`config.mk`:
```
export PLATFORM = sky130hd
export DESIGN_NAME = main_clock_controller
export DESIGN_NICKNAME = d
export VERILOG_FILES = /design/src/pkg/clock_controller_pkg.sv /design/src/hdl/main_clock_controller.sv
export SDC_FILE = /design/constraint.sdc
export NUM_CORES = 1
export LEC_CHECK = 0
export BUFFER_PORTS_ARGS = -buffer_cell sky130_fd_sc_hd__buf_2
export CAP_MARGIN = 5
export CORE_MARGIN = 1.5
export CORE_UTILIZATION = 40
export CTS_CLUSTER_DIAMETER = 150
export DETAILED_ROUTE_END_ITERATION = 7
export GPL_TIMING_DRIVEN = 0
export HOLD_SLACK_MARGIN = 0.02
export SLEW_MARGIN = 10
export SYNTH_ARGS = -nofsm -noshare
export SYNTH_HDL_FRONTEND = slang
export SYNTH_SLANG_ARGS = --single-unit
```
`constraint.sdc`:
```
create_clock -name clk_sys -period 3.34 [get_ports clk_sys]
set_clock_uncertainty 0.2 [all_clocks]
set_input_delay 0.167 -clock clk_sys [delete_from_list [all_inputs] [get_ports clk_sys]]
set_output_delay 0.167 -clock clk_sys [all_outputs]
set_load 0.02 [all_outputs]
```
`src/pkg/clock_controller_pkg.sv`:
```
// clock controller package: source codes, prescaler table, timing counts, carriers
// assumes one 125 MHz system clock; oscillators are modelled as enable/ready pairs
package clock_controller_pkg;
  localparam logic [1:0] SRC_FAST     = 2'h0;  // fast internal oscillator
  localparam logic [1:0] SRC_SLOW     = 2'h1;  // low power slow oscillator
  localparam logic [1:0] SRC_EXT      = 2'h3;  // external clock input
  localparam logic [1:0] RESET_SRC    = SRC_FAST;
  localparam int         PDIV_W       = 4;
  localparam int         NUM_SETTINGS = 12;
  localparam logic [PDIV_W-1:0] RESET_PDIV = 4'h8;  // factor 6
  localparam logic       RESET_PEN    = 1'b1;
  localparam int         UNLOCK_INSTR = 4;        // protected window, in instructions
  localparam int         EXT_START_CYC = 2;       // external pin usable after this
  localparam int         EXT_EDGES    = 8;        // edges taken as proof of stability
  localparam int         CNT_W        = 8;

  typedef enum logic [1:0] {
    MODE_ACTIVE    = 2'h0,
    MODE_IDLE      = 2'h1,
    MODE_STANDBY   = 2'h2,
    MODE_POWERDOWN = 2'h3
  } sleep_mode_t;

  typedef struct packed {
    logic rtc_en;
    logic pit_en;
    logic wdt_en;
    logic bod_sampled;
    logic main_req;  // a peripheral asks for the main clock in standby
    logic ext_req;   // a peripheral asks for the external input
  } periph_req_t;

  typedef struct packed {
    logic external_clock_stable;
    logic slow_stable;
    logic fast_stable;
    logic source_switch_pending;
  } main_clock_status_t;

  // division factor for each of the 11 coded settings; 0 means illegal
  function automatic logic [6:0] pdiv_factor(input logic [PDIV_W-1:0] code);
    unique case (code)
      4'h0: return 7'h02;
      4'h1: return 7'h04;
      4'h2: return 7'h08;
      4'h3: return 7'h10;
      4'h4: return 7'h20;
      4'h5: return 7'h40;
      4'h8: return 7'h06;
      4'h9: return 7'h0A;
      4'hA: return 7'h0C;
      4'hB: return 7'h18;
      4'hC: return 7'h30;
      default: return 7'h00;
    endcase
  endfunction
endpackage

```
`src/hdl/main_clock_controller.sv`:
```
// main clock controller: source selection, prescaler, oscillator requests, protected config
// assumes oscillator ready/edge inputs are synchronous to clk_sys; clock outputs are enables
// How it works
// - internal sources start automatically on any peripheral request that needs them
// - each peripheral request is routed to its own needed source
// - main clock passes a prescaler with 12 settings from 1x to 64x
// - cpu clock and peripheral clock are derived from the main clock
// - rtc clock requested when counter or periodic timer is enabled
// - watchdog clock on when enabled; brown-out clock only in sampled mode
// - main source chosen by the main source select field
// - sources neither used nor requested are powered off
// - run-in-standby keeps an oscillator on except in power-down
// - run-in-standby makes a peripheral request ready at once
// - main clock runs in active/idle; in standby only if requested or run-in-standby is set for its active source
// - power-down stops main clock only after nvm operations finish
// - switch to external source only after enough detected edges
// - while waiting for external edges, further source changes are refused
// - switch pending flag is one during a source change
// - external clock stable flag reports external source stability
// - one status bit per oscillator shows running and stable
// - no recovery from a failed external source except system reset
// - after reset: fast internal oscillator, prescaler factor 6
// - select and prescaler accept writes only via timed protection
// - protected write valid only within four instructions of key
// - unprotected writes leave protected registers unchanged
// - external input usable two cycles after first request, pin configured
`timescale 1ns/1ps
`default_nettype none
module main_clock_controller
  import clock_controller_pkg::*;
#(
  parameter int EDGES_NEEDED = EXT_EDGES
) (
  input  wire logic               clk_sys,
  input  wire logic               rst_n,
  input  wire sleep_mode_t        sleep_mode,
  input  wire periph_req_t        periph_req,
  input  wire logic               nvm_busy,
  input  wire logic               key_write,
  input  wire logic               instr_retire,
  input  wire logic               wr_select,
  input  wire logic [1:0]         wdata_select,
  input  wire logic               wr_prescaler,
  input  wire logic [PDIV_W-1:0]  wdata_pdiv,
  input  wire logic               wdata_pen,
  input  wire logic               wr_standby,
  input  wire logic               wdata_fast_standby,
  input  wire logic               wdata_slow_standby,
  input  wire logic               fast_ready,
  input  wire logic               slow_ready,
  input  wire logic               ext_edge,
  output logic                    fast_enable,
  output logic                    slow_enable,
  output logic                    ext_pin_is_clock,
  output logic                    rtc_clock_req,
  output logic                    watchdog_domain_clock,
  output logic                    brownout_domain_clock,
  output logic                    main_clock_run,
  output logic                    cpu_clock_en,
  output logic                    peripheral_clock_pin_out,
  output logic [1:0]              main_source_select,
  output logic [PDIV_W-1:0]       prescaler_div,
  output logic                    prescaler_en,
  output main_clock_status_t      main_clock_status_reg
);
  logic [1:0]       active_src;
  logic [1:0]       unlock_cnt;
  logic [CNT_W-1:0] edge_cnt;
  logic [1:0]       ext_age;
  logic             fast_standby;
  logic             slow_standby;
  logic [6:0]       div_cnt;
  logic             cpu_tick;

  // timed protection window
  wire unlocked      = unlock_cnt != 2'h0;
  wire ext_waiting   = main_source_select == SRC_EXT && active_src != SRC_EXT;
  wire sel_accept    = wr_select && unlocked && !ext_waiting;
  wire pre_accept    = wr_prescaler && unlocked;
  wire sby_accept    = wr_standby && unlocked;

  // request routing per source
  wire slow_req      = periph_req.rtc_en || periph_req.pit_en || periph_req.wdt_en
                       || periph_req.bod_sampled;
  wire powerdown     = sleep_mode == MODE_POWERDOWN;
  wire main_wanted   = (sleep_mode == MODE_ACTIVE) || (sleep_mode == MODE_IDLE)
                       || (sleep_mode == MODE_STANDBY && (periph_req.main_req
                       || (active_src == SRC_FAST && fast_standby)
                       || (active_src == SRC_SLOW && slow_standby)))
                       || (powerdown && nvm_busy);
  wire main_uses_fast = main_wanted && (active_src == SRC_FAST || main_source_select == SRC_FAST);
  wire main_uses_slow = main_wanted && (active_src == SRC_SLOW || main_source_select == SRC_SLOW);
  wire main_uses_ext  = main_wanted && (active_src == SRC_EXT || main_source_select == SRC_EXT);
  wire next_fast_en  = main_uses_fast || (fast_standby && !powerdown);
  wire next_slow_en  = main_uses_slow || slow_req || (slow_standby && !powerdown);
  wire ext_wanted    = main_uses_ext || periph_req.ext_req;
  wire ext_usable    = ext_age == 2'(EXT_START_CYC);
  wire ext_stable    = ext_usable && edge_cnt >= CNT_W'(EDGES_NEEDED);
  wire fast_ok       = fast_enable && fast_ready;
  wire slow_ok       = slow_enable && slow_ready;
  wire target_ok     = (main_source_select == SRC_FAST && fast_ok)
                       || (main_source_select == SRC_SLOW && slow_ok)
                       || (main_source_select == SRC_EXT && ext_stable);
  // a dead external source simply leaves the main clock stalled
  wire active_ok     = (active_src == SRC_FAST) ? fast_ok :
                       (active_src == SRC_SLOW) ? slow_ok : ext_edge;
  wire [6:0] factor  = pdiv_factor(prescaler_div);
  wire div_legal     = factor != 7'h00;
  wire div_wrap      = !prescaler_en || !div_legal || div_cnt >= factor - 7'h01;

  always_ff @(posedge clk_sys or negedge rst_n) begin
    if (!rst_n) begin
      unlock_cnt <= 2'h0;
    end else if (key_write) begin
      unlock_cnt <= 2'(UNLOCK_INSTR - 1);
    end else if (wr_select || wr_prescaler || wr_standby) begin
      unlock_cnt <= 2'h0;
    end else if (instr_retire && unlocked) begin
      unlock_cnt <= unlock_cnt - 2'h1;
    end
  end

  always_ff @(posedge clk_sys or negedge rst_n) begin
    if (!rst_n) begin
      main_source_select <= RESET_SRC;
      prescaler_div      <= RESET_PDIV;
      prescaler_en       <= RESET_PEN;
      fast_standby       <= 1'b0;
      slow_standby       <= 1'b0;
    end else begin
      if (sel_accept)
        main_source_select <= wdata_select;
      if (pre_accept) begin
        prescaler_div <= wdata_pdiv;
        prescaler_en  <= wdata_pen;
      end
      if (sby_accept) begin
        fast_standby <= wdata_fast_standby;
        slow_standby <= wdata_slow_standby;
      end
    end
  end

  // handover happens only once the new source is proven; old source keeps clocking meanwhile
  always_ff @(posedge clk_sys or negedge rst_n) begin
    if (!rst_n) begin
      active_src <= RESET_SRC;
    end else if (active_src != main_source_select && target_ok) begin
      active_src <= main_source_select;
    end
  end

  always_ff @(posedge clk_sys or negedge rst_n) begin
    if (!rst_n) begin
      ext_age  <= 2'h0;
      edge_cnt <= '0;
    end else if (!ext_wanted) begin
      ext_age  <= 2'h0;
      edge_cnt <= '0;
    end else begin
      if (!ext_usable)
        ext_age <= ext_age + 2'h1;
      if (ext_usable && ext_edge && !ext_stable)
        edge_cnt <= edge_cnt + CNT_W'(1);
    end
  end

  // prescaler counts only while main clock ticks, so the divided clock never has short pulses
  wire main_tick = main_wanted && active_ok;
  always_ff @(posedge clk_sys or negedge rst_n) begin
    if (!rst_n) begin
      div_cnt <= 7'h00;
    end else if (main_tick) begin
      div_cnt <= div_wrap ? 7'h00 : div_cnt + 7'h01;
    end
  end

  assign cpu_tick = main_tick;

  always_ff @(posedge clk_sys or negedge rst_n) begin
    if (!rst_n) begin
      fast_enable              <= 1'b1;
      slow_enable              <= 1'b0;
      ext_pin_is_clock         <= 1'b0;
      rtc_clock_req            <= 1'b0;
      watchdog_domain_clock    <= 1'b0;
      brownout_domain_clock    <= 1'b0;
      main_clock_run           <= 1'b1;
      cpu_clock_en             <= 1'b0;
      peripheral_clock_pin_out <= 1'b0;
      main_clock_status_reg    <= '0;
    end else begin
      fast_enable              <= next_fast_en;
      slow_enable              <= next_slow_en;
      ext_pin_is_clock         <= ext_wanted;
      rtc_clock_req            <= (periph_req.rtc_en || periph_req.pit_en)
                                  && (slow_ok || slow_standby);
      watchdog_domain_clock    <= periph_req.wdt_en && (slow_ok || slow_standby);
      brownout_domain_clock    <= periph_req.bod_sampled && (slow_ok || slow_standby);
      main_clock_run           <= main_wanted;
      cpu_clock_en             <= cpu_tick;
      peripheral_clock_pin_out <= main_tick && div_wrap;
      main_clock_status_reg.source_switch_pending <= active_src != main_source_select;
      main_clock_status_reg.external_clock_stable <= ext_stable;
      main_clock_status_reg.fast_stable           <= fast_ok;
      main_clock_status_reg.slow_stable           <= slow_ok;
    end
  end
endmodule
`default_nettype wire

```
==> results of run 1 <==
==> area by class of cell <==
| type | count | area share, % |
|---|---|---|
| sequential | 43 | 37.1 |
| multi-input combinational | 150 | 36.8 |
| timing repair buffer | 68 | 15.3 |
| tap | 72 | 3.09 |
| clock buffer | 7 | 2.96 |
| buffer | 10 | 2.53 |
| inverter | 15 | 2.10 |
| clock inverter | 1 | 0.172 |
==> synthesized netlist by cell type, types with 3 or more instances <==
master / instances
a21o_1: 4
a21oi_1: 9
buf_4: 4
dfrtp_1: 39
dfstp_2: 4
ha_1: 12
inv_1: 14
mux2_2: 7
nand2_1: 23
nand2b_1: 4
nand3_1: 5
nand4_1: 5
nor2_1: 14
nor2b_1: 11
o21ai_0: 12
o22ai_1: 3
xnor2_1: 6
==> worst max-delay path: stages, from the launching register on <==
cell	delay (ns)
dfstp_2	0.53
buf_4	0.15
nor2b_1	0.05
or3_1	0.33
ha_1	0.31
ha_1	0.27
nand2_1	0.05
o21ai_0	0.17
nand4_1	0.36
nand2_2	0.24
o21ai_0	0.11
==> power groups by stage <==
stage | clock network, mW | registers, mW | logic [mW]
after floorplan | 0 | 0.752 | 0.426
after global placement | 0 | 0.702 | 0.629
after detailed placement | 0 | 0.703 | 0.642
after CTS | 0.357 | 0.695 | 0.660
after global routing | 0.378 | 0.710 | 0.728
final | 0.341 | 0.695 | 0.652
==> logic make-up after synthesis <==
family | after synthesis | share of synthesized area [%]
buffers and inverters | 25 | 5.90
AND/OR/NAND/NOR | 78 | 18.8
AO/OA/AOI/OAI | 44 | 14.6
XOR/XNOR | 8 | 3.06
flip-flops | 43 | 47.2
adder cells (fa/ha/maj) | 12 | 6.56
multiplexers | 8 | 3.88
==> through the flow <==
step                      worst slack (ns)  util [%]  hold slack, ns  instance area (um2)
after floorplan                      0.630         -          -0.329                 2290
after global placement               0.503      47.5           0.169                 2610
after detailed placement             0.455      47.5           0.169                 2610
after CTS                            0.433      52.9          0.0474                 2920
after global routing                 0.242      52.9          0.0832                 2920
final                                0.451      52.9          0.0569                 2920
==> per-layer routing <==
metal | routed length (um) | up-vias
met3 | 171 | 7
li1 | - | 906
met2 | 1970 | 32
met4 | 67 | 0
met5 | 0 | -
met1 | 2250 | 835
==> how the worst max path moves through the flow <==
| stage | slack [ns] | end |
|---|---|---|
| finish | 0.45 | div_cnt[6] |
| global route | 0.24 | div_cnt[6] |
| CTS | 0.43 | div_cnt[6] |
| floorplan | 0.63 | div_cnt[2] |
| detailed placement | 0.46 | div_cnt[6] |
| global placement | 0.50 | div_cnt[6] |
==> results.json, run 1 <==
{
  "status": "finished clean",
  "final_cell_mix": "buf_2 (49), dfrtp_1 (39), nand2_1 (23), dlygate4sd3_1 (21)",
  "fin_crit_sh_pct": 86.5,
  "die-width_um": 78.6,
  "antenna_found_initial": 0,
  "max_freq_ghz": 0.346,
  "finalHoldViolations": 0,
  "r2r-start": "prescaler_div[3]",
  "cts.clk_slew.worst_paths_ns": 0.08,
  "crit_start": "prescaler_div[3]",
  "dp.cells": 337,
  "synthTopCellsByArea": "dfrtp_1 (43%), ha_1 (6.6%), dfstp_2 (4.6%)",
  "async_reset_ff_share_pct": 100,
  "numClockSinks": 43,
  "rows": 27,
  "wire_per_inst_um": 12.2,
  "multi_input_area_mm2": 0.00107,
  "vias_per_cell": 4.86,
  "setup_viol": 0,
  "floorplan.initialDensity_pct": 41.6,
  "grt_use_met1_pct": 22.9,
  "slew_headroom_pct": 37.1,
  "hold_path_class": "in -> reg",
  "syn_area_mm2": 0.00229,
  "synth-seq-cells": 43,
  "hold_buffers": 21,
  "grt_max_degree": 44,
  "p_int_mw": 1.08,
  "ys_dominant_reg_cell": "dfrtp_1",
  "endpoint_kind": "flop",
  "drt_iter0_drc": 98,
  "final_common_cell": "buf_2",
  "grt_use_met2_pct": 25.1,
  "regMostFlops": "edge_cnt",
  "final-seq-area_mm2": 0.00108,
  "use_met3_pct": 3.37,
  "power_frac_seq_pct": 41.2,
  "p_sw_share_pct": 36.1,
  "worstHoldStart": "wr_select",
  "dp_hpwl_mm": 3.12,
  "drt-pass1-iter-count": 4,
  "area_growth_pct": 27.4,
  "reg_top3": "edge_cnt x8, div_cnt x7",
  "arrival_ns": 2.86,
  "required_ns": 3.31,
  "synth_warnings": 0,
  "io_buffers": 47,
  "diodes": 0,
  "first_global_vias": 1741,
  "grt_overflow": 0,
  "final-max-slew-violation-count": 0,
  "ant_nets": 0,
  "cts_buffers": 5,
  "cts_resized": 0,
  "min_period_ns": 2.89,
  "finalNetCount": 333,
  "synth_cells": 218,
  "drc_errors": 0,
  "tightestPinTransition_ns": 0.944,
  "worstPathMaxFanout": 9,
  "cts_buffer_depth": 2,
  "r2r_end": "div_cnt[6]",
  "drive_above_1_share_pct": 29.3,
  "critPathLaunchType": "flop",
  "power.leakage_nw": 1.41,
  "synth_top_area_cell": "dfrtp_1",
  "max-cap-violations": 0,
  "dieHeight_um": 78.6,
  "busiest_layer": "met2",
  "rsz0062_at_grt": "no",
  "ir_drop_mv": 0.227,
  "hold_end": "main_source_select[1]",
  "groute.usage.overall_pct": 16.4,
  "p_per_area_mw_per_mm2": 579,
  "clk_latency_ns": 0.29,
  "r2r_cells": 10,
  "synth.distinct_cells": 53,
  "largest_register_ffs": 8,
  "seq_area_frac_synth_pct": 47.2,
  "htree_levels": 2,
  "core_area_mm2": 0.00551,
  "routed-via-count": 1780,
  "fillers": 523,
  "ctsRootBufferMaster": "clkbuf_8",
  "worstSetupPathType": "reg -> reg",
  "avgSynthCellArea_um2": 10.5,
  "cts_tree": "yes",
  "regToRegSetupSlack_ns": 0.45,
  "synth_edf_count": 0,
  "netlist.area_leader.share_pct": 42.6,
  "dieArea_mm2": 0.00618,
  "grt_pass1_wl_mm": 7.96,
  "p_comb_share_pct": 38.6,
  "pwr-share-clk_pct": 20.2,
  "min_path_cells": 4,
  "syn_nets": 258,
  "globalplace.congestion": 0.782,
  "post-cts-setup-buffer-count": 0,
  "fin_setup_tns_ns": 0,
  "power_mw": 1.69,
  "finalWirelength_mm": 4.47,
  "final-instance-count-excl-fill": 366,
  "io_pins": 48,
  "p_sw_mw": 0.610
}
(Power assumes the default switching activity.)
==> inputs of run 2 (changes only) <==
--- a/config.mk
+++ b/config.mk
@@ -7,6 +7,7 @@
 export LEC_CHECK = 0
 export BUFFER_PORTS_ARGS = -buffer_cell sky130_fd_sc_hd__buf_2
 export CAP_MARGIN = 5
+export CORE_ASPECT_RATIO = 1.5
 export CORE_MARGIN = 1.5
 export CORE_UTILIZATION = 40
 export CTS_CLUSTER_DIAMETER = 150
==> results.json, run 2 (same netlist as run 1, synthesis figures left out) <==
{
  "die-width_um": 64.8,
  "cts_resized": 0,
  "fin_crit_sh_pct": 87.5,
  "dp_hpwl_mm": 3.44,
  "area_growth_pct": 27.7,
  "slew_headroom_pct": 35.6,
  "rows": 33,
  "cts.clk_slew.worst_paths_ns": 0.07,
  "ant_nets": 0,
  "regToRegSetupSlack_ns": 0.42,
  "r2r-start": "prescaler_div[3]",
  "hold_path_class": "in -> reg",
  "min_path_cells": 4,
  "groute.usage.overall_pct": 16.1,
  "finalNetCount": 333,
  "worstPathMaxFanout": 9,
  "cts_tree": "yes",
  "diodes": 0,
  "crit_start": "prescaler_div[3]",
  "drive_above_1_share_pct": 29.3,
  "critPathLaunchType": "flop",
  "grt_pass1_wl_mm": 7.71,
  "cts_buffers": 5,
  "p_per_area_mw_per_mm2": 586,
  "final_cell_mix": "buf_2 (49), dfrtp_1 (39), nand2_1 (23), dlygate4sd3_1 (21)",
  "grt_max_degree": 44,
  "status": "finished clean",
  "finalWirelength_mm": 4.68,
  "fin_setup_tns_ns": 0,
  "worstHoldStart": "wr_select",
  "power.leakage_nw": 1.41,
  "antenna_found_initial": 0,
  "hold_buffers": 21,
  "endpoint_kind": "flop",
  "drt_iter0_drc": 37,
  "drc_errors": 0,
  "power_mw": 1.71,
  "dieHeight_um": 95.6,
  "routed-via-count": 1782,
  "core_area_mm2": 0.00549,
  "arrival_ns": 2.89,
  "required_ns": 3.31,
  "final_common_cell": "buf_2",
  "rsz0062_at_grt": "no",
  "cts_buffer_depth": 2,
  "worstSetupPathType": "reg -> reg",
  "io_buffers": 47,
  "floorplan.initialDensity_pct": 41.7,
  "ir_drop_mv": 0.378,
  "htree_levels": 2,
  "wire_per_inst_um": 12.8,
  "critPathCapture": "div_cnt[6]",
  "max-cap-violations": 0,
  "grt_overflow": 0,
  "ctsRootBufferMaster": "clkbuf_8",
  "min_period_ns": 2.92,
  "r2r_cells": 10,
  "regMostFlops": "edge_cnt",
  "largest_register_ffs": 8,
  "r2r_end": "div_cnt[6]",
  "setup_viol": 0,
  "io_pins": 48,
  "numClockSinks": 43,
  "reg_top3": "edge_cnt x8, div_cnt x7",
  "dieArea_mm2": 0.00619,
  "fillers": 535,
  "max_freq_ghz": 0.342,
  "finalHoldViolations": 0,
  "clk_latency_ns": 0.29,
  "final-max-slew-violation-count": 0,
  "drt-pass1-iter-count": 4,
  "first_global_vias": 1722,
  "post-cts-setup-buffer-count": 0,
  "globalplace.congestion": 0.741,
  "vias_per_cell": 4.90,
  "tightestPinTransition_ns": 0.966
}
==> run 2: cell types whose count changed in the layout (fill, tap and decap cells not counted) <==
cell      before  now
clkbuf_8       6    7
clkinv_2       1    0
==> run 2: how the worst min path moves through the flow <==
stage / endpoint / slack [ns]
final: main_source_select[0] / 0.06
after floorplan: active_src[0] / -0.33
after global routing: slow_enable / 0.09
after CTS: main_source_select[1] / 0.06
after detailed placement: unlock_cnt[1] / 0.17
after global placement: unlock_cnt[0] / 0.17
==> run 2: layer usage <==
| layer | part of all wire, % | GRT usage [%] |
|---|---|---|
| met5 | 0 | 0 |
| met4 | 1.4 | 5.32 |
| met3 | 2.9 | 3.07 |
| met2 | 55 | 30.8 |
| met1 | 40 | 17.4 |
==> run 2: area by class of cell <==
| type | instances | area (um2) | area share, % |
|---|---|---|---|
| Sequential cell | 43 | 1080 | 37.0 |
| Multi-Input combinational cell | 150 | 1070 | 36.7 |
| Tap cell | 70 | 87.6 | 3.00 |
| Timing Repair Buffer | 68 | 445 | 15.2 |
| Clock buffer | 8 | 100 | 3.43 |
| Buffer | 10 | 73.8 | 2.53 |
| Inverter | 15 | 61.3 | 2.10 |
==> run 2: power breakdown <==
part / total, mW / internal [mW] / switching, mW
Clock: 0.360 / 0.189 / 0.171
Sequential: 0.696 / 0.625 / 0.0716
Combinational: 0.657 / 0.288 / 0.369
==> run 2: metrics by stage <==
stage,util [%],setup slack [ns],hold WS (ns),cell area [um2],instances
finish,53.2,0.416,0.0604,2920,364
global route,53.2,0.181,0.0923,2920,364
CTS,53.2,0.380,0.0607,2920,364
detailed placement,47.6,0.408,0.174,2610,335
global placement,47.6,0.419,0.168,2610,335
floorplan,-,0.630,-0.329,2290,218
==> run 2: critical path, cell delays in order, from the launching register on <==
cell	delay, ns
dfstp_2	0.53
buf_4	0.15
nor2b_1	0.06
or3_1	0.34
ha_1	0.31
ha_1	0.27
nand2_1	0.04
o21ai_0	0.18
nand4_1	0.37
nand2_2	0.24
o21ai_0	0.11
